===== config.mk =====
export PLATFORM = sky130hd
export DESIGN_NAME = usb_attach_ctrl
export DESIGN_NICKNAME = d
export VERILOG_FILES = /design/src/usb_attach_pkg.sv /design/src/gio_sense_if.sv /design/src/gio_sense.sv /design/src/usb_attach_ctrl.sv
export SDC_FILE = /design/constraint.sdc
export NUM_CORES = 1
export LEC_CHECK = 0
export ABC_CLOCK_PERIOD_IN_PS = 2900
export BUFFER_PORTS_ARGS = -buffer_cell sky130_fd_sc_hd__buf_2
export CORE_MARGIN = 2
export CORE_UTILIZATION = 48
export DETAILED_ROUTE_END_ITERATION = 12
export PLACE_DENSITY = 0.91
export SYNTH_ARGS = -nofsm -noshare
export SYNTH_HDL_FRONTEND = slang
export SYNTH_HIERARCHICAL = 1
export SYNTH_SLANG_ARGS = --single-unit

===== constraint.sdc =====
create_clock -name pclk -period 2.9 [get_ports pclk]
set_input_delay 0.29 -clock pclk [delete_from_list [all_inputs] [get_ports pclk]]
set_output_delay 0.29 -clock pclk [all_outputs]
set_load 0.02 [all_outputs]

===== src/usb_attach_pkg.sv =====
// shared constants, register map and types for the usb attach/detach control block
package usb_attach_pkg;

  // ---------------------------------------------------------------
  // register map (byte addresses)
  // ---------------------------------------------------------------
  localparam logic [7:0] ADDR_CTRL = 8'h00;
  localparam logic [7:0] ADDR_PULLUP_SRC = 8'h04;
  localparam logic [7:0] ADDR_VBUS_PIN = 8'h08;
  localparam logic [7:0] ADDR_DETACH_PIN = 8'h0C;
  localparam logic [7:0] ADDR_WAKE_PIN = 8'h10;
  localparam logic [7:0] ADDR_STATUS = 8'h14;
  localparam logic [7:0] ADDR_POWER = 8'h18;

  // ---------------------------------------------------------------
  // control register fields
  // ---------------------------------------------------------------
  localparam int CTRL_READY = 0;
  localparam int CTRL_BUS_POWERED = 1;
  localparam int CTRL_AUDIO_EP = 2;
  localparam int CTRL_WAKE_REQ = 3;
  localparam int CTRL_REMOTE_WAKE = 4;
  localparam int CTRL_W = 5;
  localparam logic [4:0] CTRL_RST = 5'h02;

  // ---------------------------------------------------------------
  // status register fields
  // ---------------------------------------------------------------
  localparam int ST_VBUS = 0;
  localparam int ST_DETACH = 1;
  localparam int ST_PULLUP = 2;
  localparam int ST_HIZ = 3;
  localparam int ST_WAKE = 4;
  localparam int ST_RADIO = 5;
  localparam int ST_STATE_LO = 6;
  localparam int ST_W = 8;

  // ---------------------------------------------------------------
  // pin selects; a value of 16 means the internal pull-up
  // ---------------------------------------------------------------
  localparam int SEL_W = 5;
  localparam logic [4:0] PULLUP_INTERNAL = 5'h10;
  localparam logic [4:0] PIN_NONE = 5'h1F;

  // ---------------------------------------------------------------
  // bus-powered current request, reported in 2 mA descriptor units
  // ---------------------------------------------------------------
  localparam int BUS_CURRENT_MA = 100;
  localparam int POWER_UNIT_MA = 2;
  localparam logic [7:0] BUS_POWER_UNITS = 8'(BUS_CURRENT_MA / POWER_UNIT_MA);
  localparam logic [7:0] SELF_POWER_UNITS = 8'h00;
  localparam int LINK_RATE_MBPS = 12;

  // ---------------------------------------------------------------
  // connection state, gray coded around the usual path
  // ---------------------------------------------------------------
  typedef enum logic [1:0] {
    CONN_OFF = 2'b00,
    CONN_ATTACHED = 2'b01,
    CONN_SUSPEND = 2'b11,
    CONN_DETACHED = 2'b10
  } conn_state_t;

  // true when a select names a real general io line
  function automatic logic pin_valid(input logic [4:0] sel, input int n_io);
    pin_valid = (int'(sel) < n_io);
  endfunction

endpackage


===== src/gio_sense_if.sv =====
// carrier for synchronised pin-derived inputs between sensing and control
`timescale 1ns/1ps
interface gio_sense_if;
  logic vbus_present;
  logic detach_req;
  modport src (output vbus_present, output detach_req);
  modport dst (input vbus_present, input detach_req);
endinterface


===== src/gio_sense.sv =====
// synchronises the general io inputs and picks the vbus and detach lines
`timescale 1ns/1ps
module gio_sense #(
  parameter int N_IO = 8
) (
  // clock and reset
  input wire logic pclk,
  input wire logic presetn,
  // raw pins and selects
  input wire logic [N_IO-1:0] gio_in,
  input wire logic [4:0] vbus_sel,
  input wire logic [4:0] detach_sel,
  input wire logic bus_powered,
  // synchronised results
  gio_sense_if.src sense
);

  logic [N_IO-1:0] meta_q;
  logic [N_IO-1:0] sync_q;

  // ---------------------------------------------------------------
  // two-stage synchroniser; first stage feeds only the second
  // ---------------------------------------------------------------
  always_ff @(posedge pclk or negedge presetn) begin
    if (!presetn) begin
      meta_q <= '0;
      sync_q <= '0;
    end else begin
      meta_q <= gio_in;
      sync_q <= meta_q;
    end
  end

  // ---------------------------------------------------------------
  // line selection
  // ---------------------------------------------------------------
  always_comb begin
    sense.vbus_present = 1'b0;
    sense.detach_req = 1'b0;
    // bus powered: running at all means vbus is there
    if (bus_powered) begin
      sense.vbus_present = 1'b1;
    end else if (usb_attach_pkg::pin_valid(vbus_sel, N_IO)) begin
      sense.vbus_present = sync_q[vbus_sel[$clog2(N_IO)-1:0]];
    end
    // unassigned detach select leaves detach inactive
    if (usb_attach_pkg::pin_valid(detach_sel, N_IO)) begin
      sense.detach_req = sync_q[detach_sel[$clog2(N_IO)-1:0]];
    end
  end

endmodule


===== src/usb_attach_ctrl.sv =====
// usb attach/detach, pull-up, wake and power control with apb registers
`timescale 1ns/1ps
module usb_attach_ctrl #(
  parameter int N_IO = 8
) (
  // apb slave
  input wire logic pclk,
  input wire logic presetn,
  input wire logic psel,
  input wire logic penable,
  input wire logic pwrite,
  input wire logic [7:0] paddr,
  input wire logic [31:0] pwdata,
  output logic [31:0] prdata,
  output logic pready,
  output logic pslverr,
  // general io lines
  input wire logic [N_IO-1:0] gio_in,
  output logic [N_IO-1:0] gio_out,
  output logic [N_IO-1:0] gio_oe,
  // usb core side
  input wire logic usb_suspend,
  output logic dp_pullup_en,
  output logic usb_line_hiz,
  output logic usb_core_enable,
  output logic remote_wake_allow,
  output logic full_speed_only,
  output logic peripheral_only,
  output logic audio_endpoints,
  output logic [7:0] max_power_units,
  output logic radio_enable
);

  logic [4:0] ctrl_q;
  logic [4:0] pullup_src_q;
  logic [4:0] vbus_sel_q;
  logic [4:0] detach_sel_q;
  logic [4:0] wake_sel_q;
  usb_attach_pkg::conn_state_t state_q;
  usb_attach_pkg::conn_state_t state_d;
  logic wr_en;
  logic rd_hit;
  logic pullup_on;
  logic wake_on;
  logic [7:0] status;
  logic [31:0] rdata_d;
  logic [31:0] rdata_q;

  // ---------------------------------------------------------------
  // helpers
  // ---------------------------------------------------------------
  // a select hits line idx only when it names a real line
  function automatic logic sel_hits(input logic [4:0] sel, input int idx);
    sel_hits = usb_attach_pkg::pin_valid(sel, N_IO) && int'(sel) == idx;
  endfunction

  gio_sense_if sense ();

  // ---------------------------------------------------------------
  // pin synchronisation and selection
  // ---------------------------------------------------------------
  // bus powered forces vbus present inside the sense block
  gio_sense #(
    .N_IO(N_IO)
  ) u_sense (
    .pclk(pclk),
    .presetn(presetn),
    .gio_in(gio_in),
    .vbus_sel(vbus_sel_q),
    .detach_sel(detach_sel_q),
    .bus_powered(ctrl_q[usb_attach_pkg::CTRL_BUS_POWERED]),
    .sense(sense.src)
  );

  // ---------------------------------------------------------------
  // apb access decode
  // ---------------------------------------------------------------
  assign wr_en = psel && penable && pwrite;

  always_comb begin
    rd_hit = 1'b1;
    case (paddr)
      usb_attach_pkg::ADDR_CTRL,
      usb_attach_pkg::ADDR_PULLUP_SRC,
      usb_attach_pkg::ADDR_VBUS_PIN,
      usb_attach_pkg::ADDR_DETACH_PIN,
      usb_attach_pkg::ADDR_WAKE_PIN,
      usb_attach_pkg::ADDR_STATUS,
      usb_attach_pkg::ADDR_POWER: rd_hit = 1'b1;
      default: rd_hit = 1'b0;
    endcase
  end

  // zero wait states; unmapped addresses answer with an error
  assign pready = 1'b1;
  // error only in the access phase so setup cycles stay quiet
  assign pslverr = psel && penable && !rd_hit;

  // ---------------------------------------------------------------
  // writable settings
  // ---------------------------------------------------------------
  always_ff @(posedge pclk or negedge presetn) begin
    if (!presetn) begin
      // every setting returns to its power-on value
      ctrl_q <= usb_attach_pkg::CTRL_RST;
    end else if (wr_en && paddr == usb_attach_pkg::ADDR_CTRL) begin
      ctrl_q <= pwdata[usb_attach_pkg::CTRL_W-1:0];
    end
  end

  always_ff @(posedge pclk or negedge presetn) begin
    if (!presetn) begin
      pullup_src_q <= usb_attach_pkg::PULLUP_INTERNAL;
    end else if (wr_en && paddr == usb_attach_pkg::ADDR_PULLUP_SRC) begin
      pullup_src_q <= pwdata[usb_attach_pkg::SEL_W-1:0];
    end
  end

  always_ff @(posedge pclk or negedge presetn) begin
    if (!presetn) begin
      // vbus, detach and wake selects above the last line leave their function unassigned
      vbus_sel_q <= usb_attach_pkg::PIN_NONE;
    end else if (wr_en && paddr == usb_attach_pkg::ADDR_VBUS_PIN) begin
      vbus_sel_q <= pwdata[usb_attach_pkg::SEL_W-1:0];
    end
  end

  always_ff @(posedge pclk or negedge presetn) begin
    if (!presetn) begin
      detach_sel_q <= usb_attach_pkg::PIN_NONE;
      wake_sel_q <= usb_attach_pkg::PIN_NONE;
    end else if (wr_en) begin
      if (paddr == usb_attach_pkg::ADDR_DETACH_PIN) begin
        detach_sel_q <= pwdata[usb_attach_pkg::SEL_W-1:0];
      end
      if (paddr == usb_attach_pkg::ADDR_WAKE_PIN) begin
        wake_sel_q <= pwdata[usb_attach_pkg::SEL_W-1:0];
      end
    end
  end

  // ---------------------------------------------------------------
  // connection state
  // ---------------------------------------------------------------
  always_comb begin
    state_d = state_q;
    // detach overrides everything; suspend only follows attached
    case (state_q)
      usb_attach_pkg::CONN_OFF: begin
        // announce only when ready, powered and not held detached
        if (sense.detach_req) begin
          state_d = usb_attach_pkg::CONN_DETACHED;
        end else if (ctrl_q[usb_attach_pkg::CTRL_READY] && sense.vbus_present) begin
          state_d = usb_attach_pkg::CONN_ATTACHED;
        end
      end
      usb_attach_pkg::CONN_ATTACHED: begin
        if (sense.detach_req) begin
          state_d = usb_attach_pkg::CONN_DETACHED;
        end else if (!sense.vbus_present || !ctrl_q[usb_attach_pkg::CTRL_READY]) begin
          state_d = usb_attach_pkg::CONN_OFF;
        end else if (usb_suspend) begin
          state_d = usb_attach_pkg::CONN_SUSPEND;
        end
      end
      usb_attach_pkg::CONN_SUSPEND: begin
        if (sense.detach_req) begin
          state_d = usb_attach_pkg::CONN_DETACHED;
        end else if (!sense.vbus_present || !ctrl_q[usb_attach_pkg::CTRL_READY]) begin
          state_d = usb_attach_pkg::CONN_OFF;
        end else if (!usb_suspend) begin
          state_d = usb_attach_pkg::CONN_ATTACHED;
        end
      end
      usb_attach_pkg::CONN_DETACHED: begin
        // leave through off so vbus and ready are checked again
        if (!sense.detach_req) begin
          state_d = usb_attach_pkg::CONN_OFF;
        end
      end
      default: state_d = usb_attach_pkg::CONN_OFF;
    endcase
  end

  always_ff @(posedge pclk or negedge presetn) begin
    if (!presetn) begin
      state_q <= usb_attach_pkg::CONN_OFF;
    end else begin
      state_q <= state_d;
    end
  end

  // ---------------------------------------------------------------
  // pull-up, line and wake control
  // ---------------------------------------------------------------
  // state records the decision; live inputs still gate the outputs
  // vbus loss forces the pull-up off in the same cycle it is seen
  assign pullup_on = (state_q == usb_attach_pkg::CONN_ATTACHED
                      || state_q == usb_attach_pkg::CONN_SUSPEND)
                     && sense.vbus_present && !sense.detach_req;
  assign dp_pullup_en = pullup_on
                        && pullup_src_q == usb_attach_pkg::PULLUP_INTERNAL;
  assign usb_line_hiz = !pullup_on;
  assign usb_core_enable = pullup_on;
  assign wake_on = (state_q == usb_attach_pkg::CONN_DETACHED)
                   && ctrl_q[usb_attach_pkg::CTRL_WAKE_REQ];
  // in-band wake is impossible while off the bus
  assign remote_wake_allow = pullup_on
                             && ctrl_q[usb_attach_pkg::CTRL_REMOTE_WAKE];

  // wake pin is driven always unless the pull-up shares its line; external pull-up floats when off
  always_comb begin
    gio_out = '0;
    gio_oe = '0;
    for (int i = 0; i < N_IO; i++) begin
      if (sel_hits(wake_sel_q, i)) begin
        gio_oe[i] = 1'b1;
        gio_out[i] = wake_on;
      end
      // a shared line goes to the pull-up, whose branch comes last
      if (sel_hits(pullup_src_q, i)) begin
        gio_oe[i] = pullup_on;
        gio_out[i] = pullup_on;
      end
    end
  end

  // ---------------------------------------------------------------
  // link personality and power
  // ---------------------------------------------------------------
  // only full-speed signalling exists; a fast host falls back to it
  assign full_speed_only = 1'b1;
  // no host role: the core may only answer tokens
  assign peripheral_only = 1'b1;
  assign audio_endpoints = ctrl_q[usb_attach_pkg::CTRL_AUDIO_EP];
  // self powered parts keep the radio running through suspend
  assign radio_enable = !(ctrl_q[usb_attach_pkg::CTRL_BUS_POWERED]
                          && state_q == usb_attach_pkg::CONN_SUSPEND);

  always_ff @(posedge pclk or negedge presetn) begin
    if (!presetn) begin
      max_power_units <= usb_attach_pkg::SELF_POWER_UNITS;
    end else if (ctrl_q[usb_attach_pkg::CTRL_BUS_POWERED]) begin
      // registered so a ctrl write never glitches the request
      max_power_units <= usb_attach_pkg::BUS_POWER_UNITS;
    end else begin
      max_power_units <= usb_attach_pkg::SELF_POWER_UNITS;
    end
  end

  // ---------------------------------------------------------------
  // read path
  // ---------------------------------------------------------------
  always_comb begin
    status = '0;
    status[usb_attach_pkg::ST_VBUS] = sense.vbus_present;
    status[usb_attach_pkg::ST_DETACH] = sense.detach_req;
    status[usb_attach_pkg::ST_PULLUP] = pullup_on;
    status[usb_attach_pkg::ST_HIZ] = usb_line_hiz;
    status[usb_attach_pkg::ST_WAKE] = wake_on;
    status[usb_attach_pkg::ST_RADIO] = radio_enable;
    status[usb_attach_pkg::ST_STATE_LO +: 2] = state_q;
  end

  always_comb begin
    rdata_d = '0;
    // reserved bits read as zero
    case (paddr)
      usb_attach_pkg::ADDR_CTRL: rdata_d[4:0] = ctrl_q;
      usb_attach_pkg::ADDR_PULLUP_SRC: rdata_d[4:0] = pullup_src_q;
      usb_attach_pkg::ADDR_VBUS_PIN: rdata_d[4:0] = vbus_sel_q;
      usb_attach_pkg::ADDR_DETACH_PIN: rdata_d[4:0] = detach_sel_q;
      usb_attach_pkg::ADDR_WAKE_PIN: rdata_d[4:0] = wake_sel_q;
      usb_attach_pkg::ADDR_STATUS: rdata_d[usb_attach_pkg::ST_W-1:0] = status;
      usb_attach_pkg::ADDR_POWER: rdata_d[7:0] = max_power_units;
      default: rdata_d = '0;
    endcase
  end

  // data captured in the setup cycle, valid during the access cycle
  always_ff @(posedge pclk or negedge presetn) begin
    if (!presetn) begin
      rdata_q <= '0;
    end else if (psel && !penable && !pwrite) begin
      rdata_q <= rdata_d;
    end
  end

  assign prdata = rdata_q;

endmodule


==> metrics.md, run 1 <==
| Metric | Value |
|---|---|
| Run status | complete, but fails checks |
| Violations in the final reports | negative setup slack |
| Unrepaired setup endpoints after global routing | yes |
| Post-synth EDFFs | 0 |
| Cell count after placement | 397 |
| Cell count after synthesis | 273 |
| Worst setup path class | flop to output port |
| Number of nets at the end of the flow | 390 |
| Synth top cells by count | 35 x sky130_fd_sc_hd__dfrtp_1, 34 x sky130_fd_sc_hd__buf_4, 23 x sky130_fd_sc_hd__mux2_2, 22 x sky130_fd_sc_hd__nand2_1, 17 x sky130_fd_sc_hd__dfstp_2 |
| Pwr/cell area | 401.8 nW/um^2 |
| Met3 wire length | 812 um |
| Critical path endpoint category | output port |
| Area taken by flip-flops and latches | 1323 sq um |
| Number of port buffers | 60 |
| Final HPWL DP | 4698 um |
| Insertion delay of the later-clocked pin in the worst-skew pair | 0.32 ns |
| Portion of synthesized cell area occupied by the leading cell type | 29.85% |
| Area Growth Syn to Fin | 21.28% |
| Critical Path Start | detach_sel_q[0] |
| Number of setup violations in the final report | 10 |
| Share of total power in combinational logic | 11.3% |
| Clock root buffer master | sky130_fd_sc_hd__clkbuf_8 |
| Master of the slowest instance on the critical path | sky130_fd_sc_hd__dfstp_2 |
| Via count of the first global-routing pass | 2080 |
| Antenna cell count | 0 |
| Clock buffers created by TritonCTS | 5 |
| Die ar. | 6754 sq um |
| Startpoint type of the worst setup path | flop |
| Longest individual stage delay on the worst path | 0.58 ns |
| GR Overflow Total | 0 |
| Clock skew after layout | 0.007651 ns |
| Multi-input logic area | 1521 sq um |
| Detailed Routing Iterations Pass 1 | 7 |
| Level count of the clock H-tree | 2 |
| Number of routed nets with antenna violations | 0 |
| First-pass GRT wire length | 10600 um |
| Maximum vdd drop | 0.3979 mV |
| Share of cells above drive strength 1 | 45.10% |
| Number of rows created at floorplan | 28 |
| Main synth FF type | sky130_fd_sc_hd__dfrtp_1 |
| Count leader, synth | sky130_fd_sc_hd__dfrtp_1 |
| Number of antenna violations at the first check in global routing | 0 |
| Syn_area_per_cell | 10.75 sq um |
| F_max | 334.9 MHz |
| Part of the Yosys area used for sequential elements | 45.07% |
| Min setup slack post-route | -0.08567 ns |
| Placer's final routability congestion estimate | 0.8644 |
| Top sig layer | met4 |
| Crit path arrival time | 2.70 ns |
| Total wire length after detailed routing | 7631 um |
| Placeable core area | 5921 sq um |
| Number of I/O pins | 120 |
| Clock tree from TritonCTS | yes |
| HP Start | gio_in[3] |
| Leakage power figure | 0.001624 uW |
| Layout Cells excl Fill | 412 |
| Drt wl/cell | 18.52 um |
| Detailed-routed wire length on met2 | 3638 um |
| Length of routed wiring on met1 | 2792 um |
| DR vias | 2534 |
| Cell type group with the largest total delay on the critical path | simple AND/OR/NAND/NOR gates |
| Post-synthesis async set-or-reset flop share | 100.0% |
| Synth warnings | 6 |
| Number of endpoints with negative hold slack in the final report | 0 |
| CP Data Required Time | 2.61 ns |
| Transition time of the tightest slew-check pin | 1.101 ns |
| Vias per inst | 6.150 |
| Die outline width | 82.19 um |
| Critical path buffers and inverters | 1 |
| Clk slew on worst S/H paths | 0.09 ns |
| Worst slew slack as a fraction of its limit | 26.60% |
| Post-CTS Hold Buffers | 0 |
| Worst hold slack across all endpoints | 0.07144 ns |
| Overall Global Routing Usage | 21.33% |
| Cell variety after synth | 50 |
| Class of the worst hold path | input port to flop |
| Util after Layout | 60.10% |
| Synth top area cells | sky130_fd_sc_hd__dfrtp_1 30%, sky130_fd_sc_hd__dfstp_2 15%, sky130_fd_sc_hd__mux2_2 8.8% |
| Number of synthesized register bits | 52 |
| Sink Count | 52 |
| Most common cell on crit path | sky130_fd_sc_hd__or2_4 |
| List of cells traversed by the critical path | mux4_2 > mux2i_2 > nor3_2 > nand3b_1 > or2_4 > or2_4 > o21ai_1 > buf_4 |
| Critical R2R Launch | vbus_sel_q[0] |
| Clock buffer depth | 2 |
| Crit path max fanout | 3 |
| Synthesized area | 2934 sq um |
| Cell internal pwr | 1057 uW |
| Tmin final | 2.986 ns |
| Number of fill cells | 447 |
| Sequential fraction of design power | 53.1% |
| Switching Fraction | 26.10% |
| Switching power | 373.2 uW |
| Number of DRC violations after detailed-routing iteration 0 | 307 |
| Die Ht | 82.19 um |
| Maximum number of pins on one net before global-route repair | 53 |
| Clk network pwr share | 35.6% |
| Final Max Slew Viols | 0 |
| Starting density of the core | 49.56% |
| Number of remaining DRC errors | 0 |
| Biggest area consumer among synthesized cells | sky130_fd_sc_hd__dfrtp_1 |
| Final critical-path share of the clock period | 103.0% |
| Max-Cap Viols | 0 |
[kinds of logic after synthesis]
family | count (synthesis) | synth area share [%]
flops | 52 | 45.07
compound gates | 48 | 11.04
buf+inv | 50 | 11.56
simple gates | 80 | 14.97
other cells | 2 | 0.2560
mux | 41 | 17.10
[timing repair]
item                       4_1_cts  5_1_grt
setup buffers                    4        3
hold endpoints to repair         0        0
gates resized for setup         27       39
setup endpoints to repair       12       18
pin swaps                        5        7
[cells in the final DEF (no fill, tap or decap), types with 3 or more instances in the layout]
master	n
sky130_fd_sc_hd__nor2_1	11
sky130_fd_sc_hd__o21ai_0	8
sky130_fd_sc_hd__inv_1	5
sky130_fd_sc_hd__a22oi_1	3
sky130_fd_sc_hd__o21ai_2	5
sky130_fd_sc_hd__mux2_2	23
sky130_fd_sc_hd__nand2_1	19
sky130_fd_sc_hd__nor2b_1	3
sky130_fd_sc_hd__nand2b_1	4
sky130_fd_sc_hd__o211ai_1	7
sky130_fd_sc_hd__or2_4	3
sky130_fd_sc_hd__dfstp_2	17
sky130_fd_sc_hd__mux4_2	3
sky130_fd_sc_hd__nand4_1	4
sky130_fd_sc_hd__buf_4	13
sky130_fd_sc_hd__conb_1	32
sky130_fd_sc_hd__buf_6	14
sky130_fd_sc_hd__a311oi_1	3
sky130_fd_sc_hd__buf_2	43
sky130_fd_sc_hd__dfrtp_1	35
sky130_fd_sc_hd__clkbuf_8	5
sky130_fd_sc_hd__a21oi_1	3
sky130_fd_sc_hd__mux2i_1	9
sky130_fd_sc_hd__nand2_2	3
sky130_fd_sc_hd__mux2_4	5
sky130_fd_sc_hd__nor3_1	6
sky130_fd_sc_hd__nand3_1	4
[area by class of cell]
class / instances / area share [%]
sequential: 52 / 37.17
tap: 75 / 2.637
clock inverter: 2 / 1.090
clock buffer: 6 / 2.039
inverter: 5 / 0.5274
multi-input combinational: 201 / 42.76
timing repair buffer: 71 / 13.78
[through the flow]
stage | TNS [ns] | total power (uW) | area, sq um | setup WS, ns
final | -0.2937 | 1430 | 3558 | -0.08567
after global routing | -1.472 | 1476 | 3558 | -0.1329
after CTS | -0.1590 | 1423 | 3356 | -0.04089
after detailed placement | 0 | 917.1 | 3151 | 0.1850
after global placement | 0 | 911.9 | 3151 | 0.2092
after floorplan | 0 | 898.1 | 3047 | 0.08776
[routing by layer]
| metal | GRT usage, % | up-vias |
|---|---|---|
| li1 | - | 1055 |
| met1 | 28.80 | 1192 |
| met2 | 32.34 | 222 |
| met3 | 5.109 | 65 |
| met4 | 10.00 | 0 |
| met5 | 0 | - |
[sequential cells by signal, indices dropped and copies added, names as in the netlist]
| name | cells |
|---|---|
| max_power_units | 1 |
| ctrl_q | 5 |
| pullup_src_q | 5 |
| vbus_sel_q | 5 |
| u_sense/meta_q | 8 |
| detach_sel_q | 5 |
| u_sense/sync_q | 8 |
| state_q | 2 |
| wake_sel_q | 5 |
| prdata | 8 |
[power by group through the flow]
stage / combinational [uW] / sequential [uW] / clock, uW
2_1_floorplan: 130 / 768 / 0
3_3_place_gp: 141 / 771 / 0
3_5_place_dp: 145 / 772 / 0
4_1_cts: 149 / 759 / 516
5_1_grt: 177 / 762 / 537
6_report: 162 / 760 / 508
[path summary, 6_finish.rpt]
| kind | to | slack, ns | cells past startpoint |
|---|---|---|---|
| min | u_sense/meta_q[3] | 0.07 | 1 |
| min in group asynchronous | pullup_src_q[2] | 0.17 | 1 |
| max reg2reg | prdata[2] | 0.17 | 9 |
| max in group asynchronous | prdata[2] | 2.05 | 1 |
| max | gio_out[0] | -0.09 | 8 |
| min reg2reg | u_sense/sync_q[7] | 0.36 | 0 |
No activity file was read; power rests on OpenSTA's default activity.
==> inputs of run 2 (changes only) <==
Settings changed: ABC_AREA set to 1, CORE_ASPECT_RATIO set to 0.7, CORE_UTILIZATION 48 to 50, PLACE_DENSITY 0.91 to 0.92.
==> run 2 against run 1 <==
  * Synthesized area is 7.5% higher
  * Critical path type unchanged
  * Combinational power is 47% higher
  * Highest routed layer unchanged
  * Wire length is 6.9% lower
  * Maximum frequency is 11% higher
  * Final cell count is 35% higher
  * The flow now finishes without violations
==> metrics.md, run 2 <==
| Metric | Value |
|---|---|
| Unrepaired setup endpoints after global routing | no |
| Final Max Slew Viols | 0 (unchanged) |
| Cell count after placement | 548 (+38%) |
| Most used cells in the layout excluding fill and tap cells | 116 x sky130_fd_sc_hd__nand2_1, 60 x sky130_fd_sc_hd__buf_2, 49 x sky130_fd_sc_hd__nor2_1 |
| CP Data Required Time | 2.61 ns (about the same) |
| Cts repair resizes | 0 (-100%) |
| Startpoint type of the worst setup path | flop |
| Number of nets at the end of the flow | 531 (+36%) |
| Synth top area cells | sky130_fd_sc_hd__dfrtp_1 28%, sky130_fd_sc_hd__dfstp_2 14%, sky130_fd_sc_hd__nand2_1 14% |
| Synth warnings | 6 (unchanged) |
| First-pass GRT wire length | 11850 um (+12%) |
| Post-CTS Setup Repair Bufs | 0 (-4) |
| Share of cells above drive strength 1 | 23.43% (-22 points) |
| Cell variety after synth | 33 (-34%) |
| Area Growth Syn to Fin | 9.560% |
| Main synth FF type | sky130_fd_sc_hd__dfrtp_1 |
| Number of synthesized register bits | 52 (unchanged) |
| Class of the worst hold path | input port to flop |
| Final critical-path share of the clock period | 92.92% (-10 points) |
| Reg-to-Reg End | prdata[2] |
| Worst setup path class | flop to output port |
| Worst R2R Setup Slack | 0.76 ns (+0.59 ns) |
| Synth top cells by count | 116 x sky130_fd_sc_hd__nand2_1, 49 x sky130_fd_sc_hd__nor2_1, 40 x sky130_fd_sc_hd__inv_1, 35 x sky130_fd_sc_hd__dfrtp_1 |
| Die Ht | 70.45 um (-14%) |
| Placer's final routability congestion estimate | 0.9441 (+9.2%) |
| Clock tree from TritonCTS | yes |
| Antenna cell count | 0 (unchanged) |
| Insertion delay of the later-clocked pin in the worst-skew pair | 0.31 ns (about the same) |
| Portion of synthesized cell area occupied by the leading cell type | 27.77% (-2.1 points) |
| Number of endpoints with negative hold slack in the final report | 0 (unchanged) |
| Detailed Routing Iterations Pass 1 | 5 (-2) |
| Longest individual stage delay on the worst path | 0.61 ns (+0.03 ns) |
| Placeable core area | 6156 sq um (+4.0%) |
| Worst hold slack across all endpoints | 0.07278 ns (+0.001343 ns) |
| Number of DRC violations after detailed-routing iteration 0 | 316 (+2.9%) |
| Maximum vdd drop | 0.3502 mV (-12%) |
| Die outline width | 98.93 um (+20%) |
| Capturing element of the worst setup path | gio_out[4] |
| R2R depth | 12 (+3) |
| Biggest area consumer among synthesized cells | sky130_fd_sc_hd__dfrtp_1 |
| Run status | completed |
| Clock buffers created by TritonCTS | 5 (unchanged) |
| GR Overflow Total | 0 (unchanged) |
| Syn_area_per_cell | 7.546 sq um (-30%) |
| Worst slew slack as a fraction of its limit | 26.36% (-0.24 points) |
| Level count of the clock H-tree | 2 (unchanged) |
| Most common cell after layout, fill and taps aside | sky130_fd_sc_hd__nand2_1 |
| Clock skew after layout | 0.003949 ns (-0.003702 ns) |
| Clock root buffer master | sky130_fd_sc_hd__clkbuf_8 |
| Via count of the first global-routing pass | 2563 (+23%) |
| Util after Layout | 56.14% (-4.0 points) |
| Tmin final | 2.695 ns (-0.2911 ns) |
| Number of port buffers | 60 (unchanged) |
| Number of setup violations in the final report | 0 (-10) |
| Final HPWL DP | 5470 um (+16%) |
| Post-synthesis async set-or-reset flop share | 100.0% (unchanged) |
| Leakage power figure | 0.001773 uW (+9.2%) |
| Critical path endpoint category | output port |
| Post-CTS Hold Buffers | 0 (unchanged) |
| Number of rows created at floorplan | 24 (-14%) |
| Post-synth EDFFs | 0 (unchanged) |
| Overall Global Routing Usage | 21.11% (-0.22 points) |
| Hold depth | 1 (unchanged) |
| Count leader, synth | sky130_fd_sc_hd__nand2_1 |
| Number of fill cells | 523 (+17%) |
| Layout Cells excl Fill | 556 (+35%) |
| Drt wl/cell | 12.78 um (-31%) |
| Synthesized area | 3154 sq um (+7.5%) |
| Die ar. | 6970 sq um (+3.2%) |
| List of cells traversed by the critical path | inv_2 > o21ai_1 > o21bai_1 > nor2_1 > nor2_1 > nor3_4 > nand3_1 > o21ai_0 > buf_2 |
| Number of I/O pins | 120 (unchanged) |
| Crit path arrival time | 2.40 ns (-0.30 ns) |
| Critical Path Start | detach_sel_q[0] |
| F_max | 371.1 MHz (+11%) |
| Maximum number of pins on one net before global-route repair | 53 (unchanged) |
| Vias per inst | 5.047 (-18%) |
| Number of remaining DRC errors | 0 (unchanged) |
| Clock buffer depth | 2 (unchanged) |
| Transition time of the tightest slew-check pin | 1.105 ns (+0.003633 ns) |
| Cell count after synthesis | 418 (+53%) |
| Critical R2R Launch | detach_sel_q[0] |
| Total wire length after detailed routing | 7108 um (-6.9%) |
| Sink Count | 52 (unchanged) |
| Clk slew on worst S/H paths | 0.10 ns (about the same) |
| Most common cell on crit path | sky130_fd_sc_hd__nor2_1 |
| Pwr/cell area | 428.1 nW/um^2 (+6.5%) |
| Number of antenna violations at the first check in global routing | 0 (unchanged) |
| Number of routed nets with antenna violations | 0 (unchanged) |
| Part of the Yosys area used for sequential elements | 41.93% (-3.1 points) |
| Crit path max fanout | 11 (+8) |
| Final TNS setup | 0 ns (+0.2937 ns) |
| Master of the slowest instance on the critical path | sky130_fd_sc_hd__dfstp_2 |
| Starting density of the core | 51.24% (+1.7 points) |
| DR vias | 2806 (+11%) |
| Max-Cap Viols | 0 (unchanged) |
-- run 2: changes by cell type in the layout (fill, tap and decap cells not counted), sizes merged, moves of 10 or more --
cell,change
inv,+42
o21ai,+27
nand3,+36
buf,-10
nor2,+45
nand2,+98
mux2,-28
mux2i,-10
-- run 2: worst max-delay path, delay by kind of cell, from the launching register on --
family | cells | cell delay, ns
buf+inv | 2 | 0.27
simple gates | 4 | 0.85
flops | 1 | 0.61
compound gates | 3 | 0.36
-- run 2: power by group --
group | switching (uW) | internal [uW] | leakage (uW)
logic | 174 | 64.5 | 0.00110
registers | 27.8 | 759 | 0.000623
clock network | 272 | 183 | 0.0000511
total | 473 | 1010 | 0.00177
-- run 2: worst min path at each step --
| stage | endpoint | start |
|---|---|---|
| 6_report | u_sense/meta_q[7] | gio_in[7] |
| 5_1_grt | u_sense/meta_q[5] | gio_in[5] |
| 4_1_cts | u_sense/meta_q[7] | gio_in[7] |
| 3_5_place_dp | u_sense/sync_q[4] | u_sense/meta_q[4] |
| 3_3_place_gp | u_sense/sync_q[5] | u_sense/meta_q[5] |
| 2_1_floorplan | ctrl_q[0] | presetn |
-- run 2: final cells by class --
cell class              count  area (sq um)  share of cell area [%]
repair buffers             61         307.8                   8.907
well taps                  78         97.59                   2.824
inverters                  45         168.9                   4.888
clock inverters             3         28.78                  0.8327
multi-input cells         312          1461                   42.29
clock buffers               5         68.82                   1.991
flip-flops and latches     52          1323                   38.27
-- run 2: through the flow --
| step | total power [uW] | cell area, sq um | worst slack, ns |
|---|---|---|---|
| 6_report | 1479 | 3456 | 0.2054 |
| 5_1_grt | 1552 | 3456 | 0.04769 |
| 4_1_cts | 1482 | 3456 | 0.2186 |
| 3_5_place_dp | 1034 | 3358 | 0.5776 |
| 3_3_place_gp | 1027 | 3358 | 0.6474 |
| 2_1_floorplan | 995.3 | 3267 | 0.8123 |
-- run 2: logic make-up (layout without fill, tap and decap cells) --
family                 Yosys count  count (layout)  synth area share [%]
buffers and inverters           84             114                 15.31
other                            2              32                0.2381
AO/OA/AOI/OAI                   54              54                 9.560
flip-flops                      52              52                 41.93
AND/OR/NAND/NOR                226             226                 32.96
-- run 2: layer usage --
metal  wire, um  GRT usage (%)
met3        612          3.704
met4         56          4.414
met1       3408          32.26
met2       3030          31.46
met5          0              0
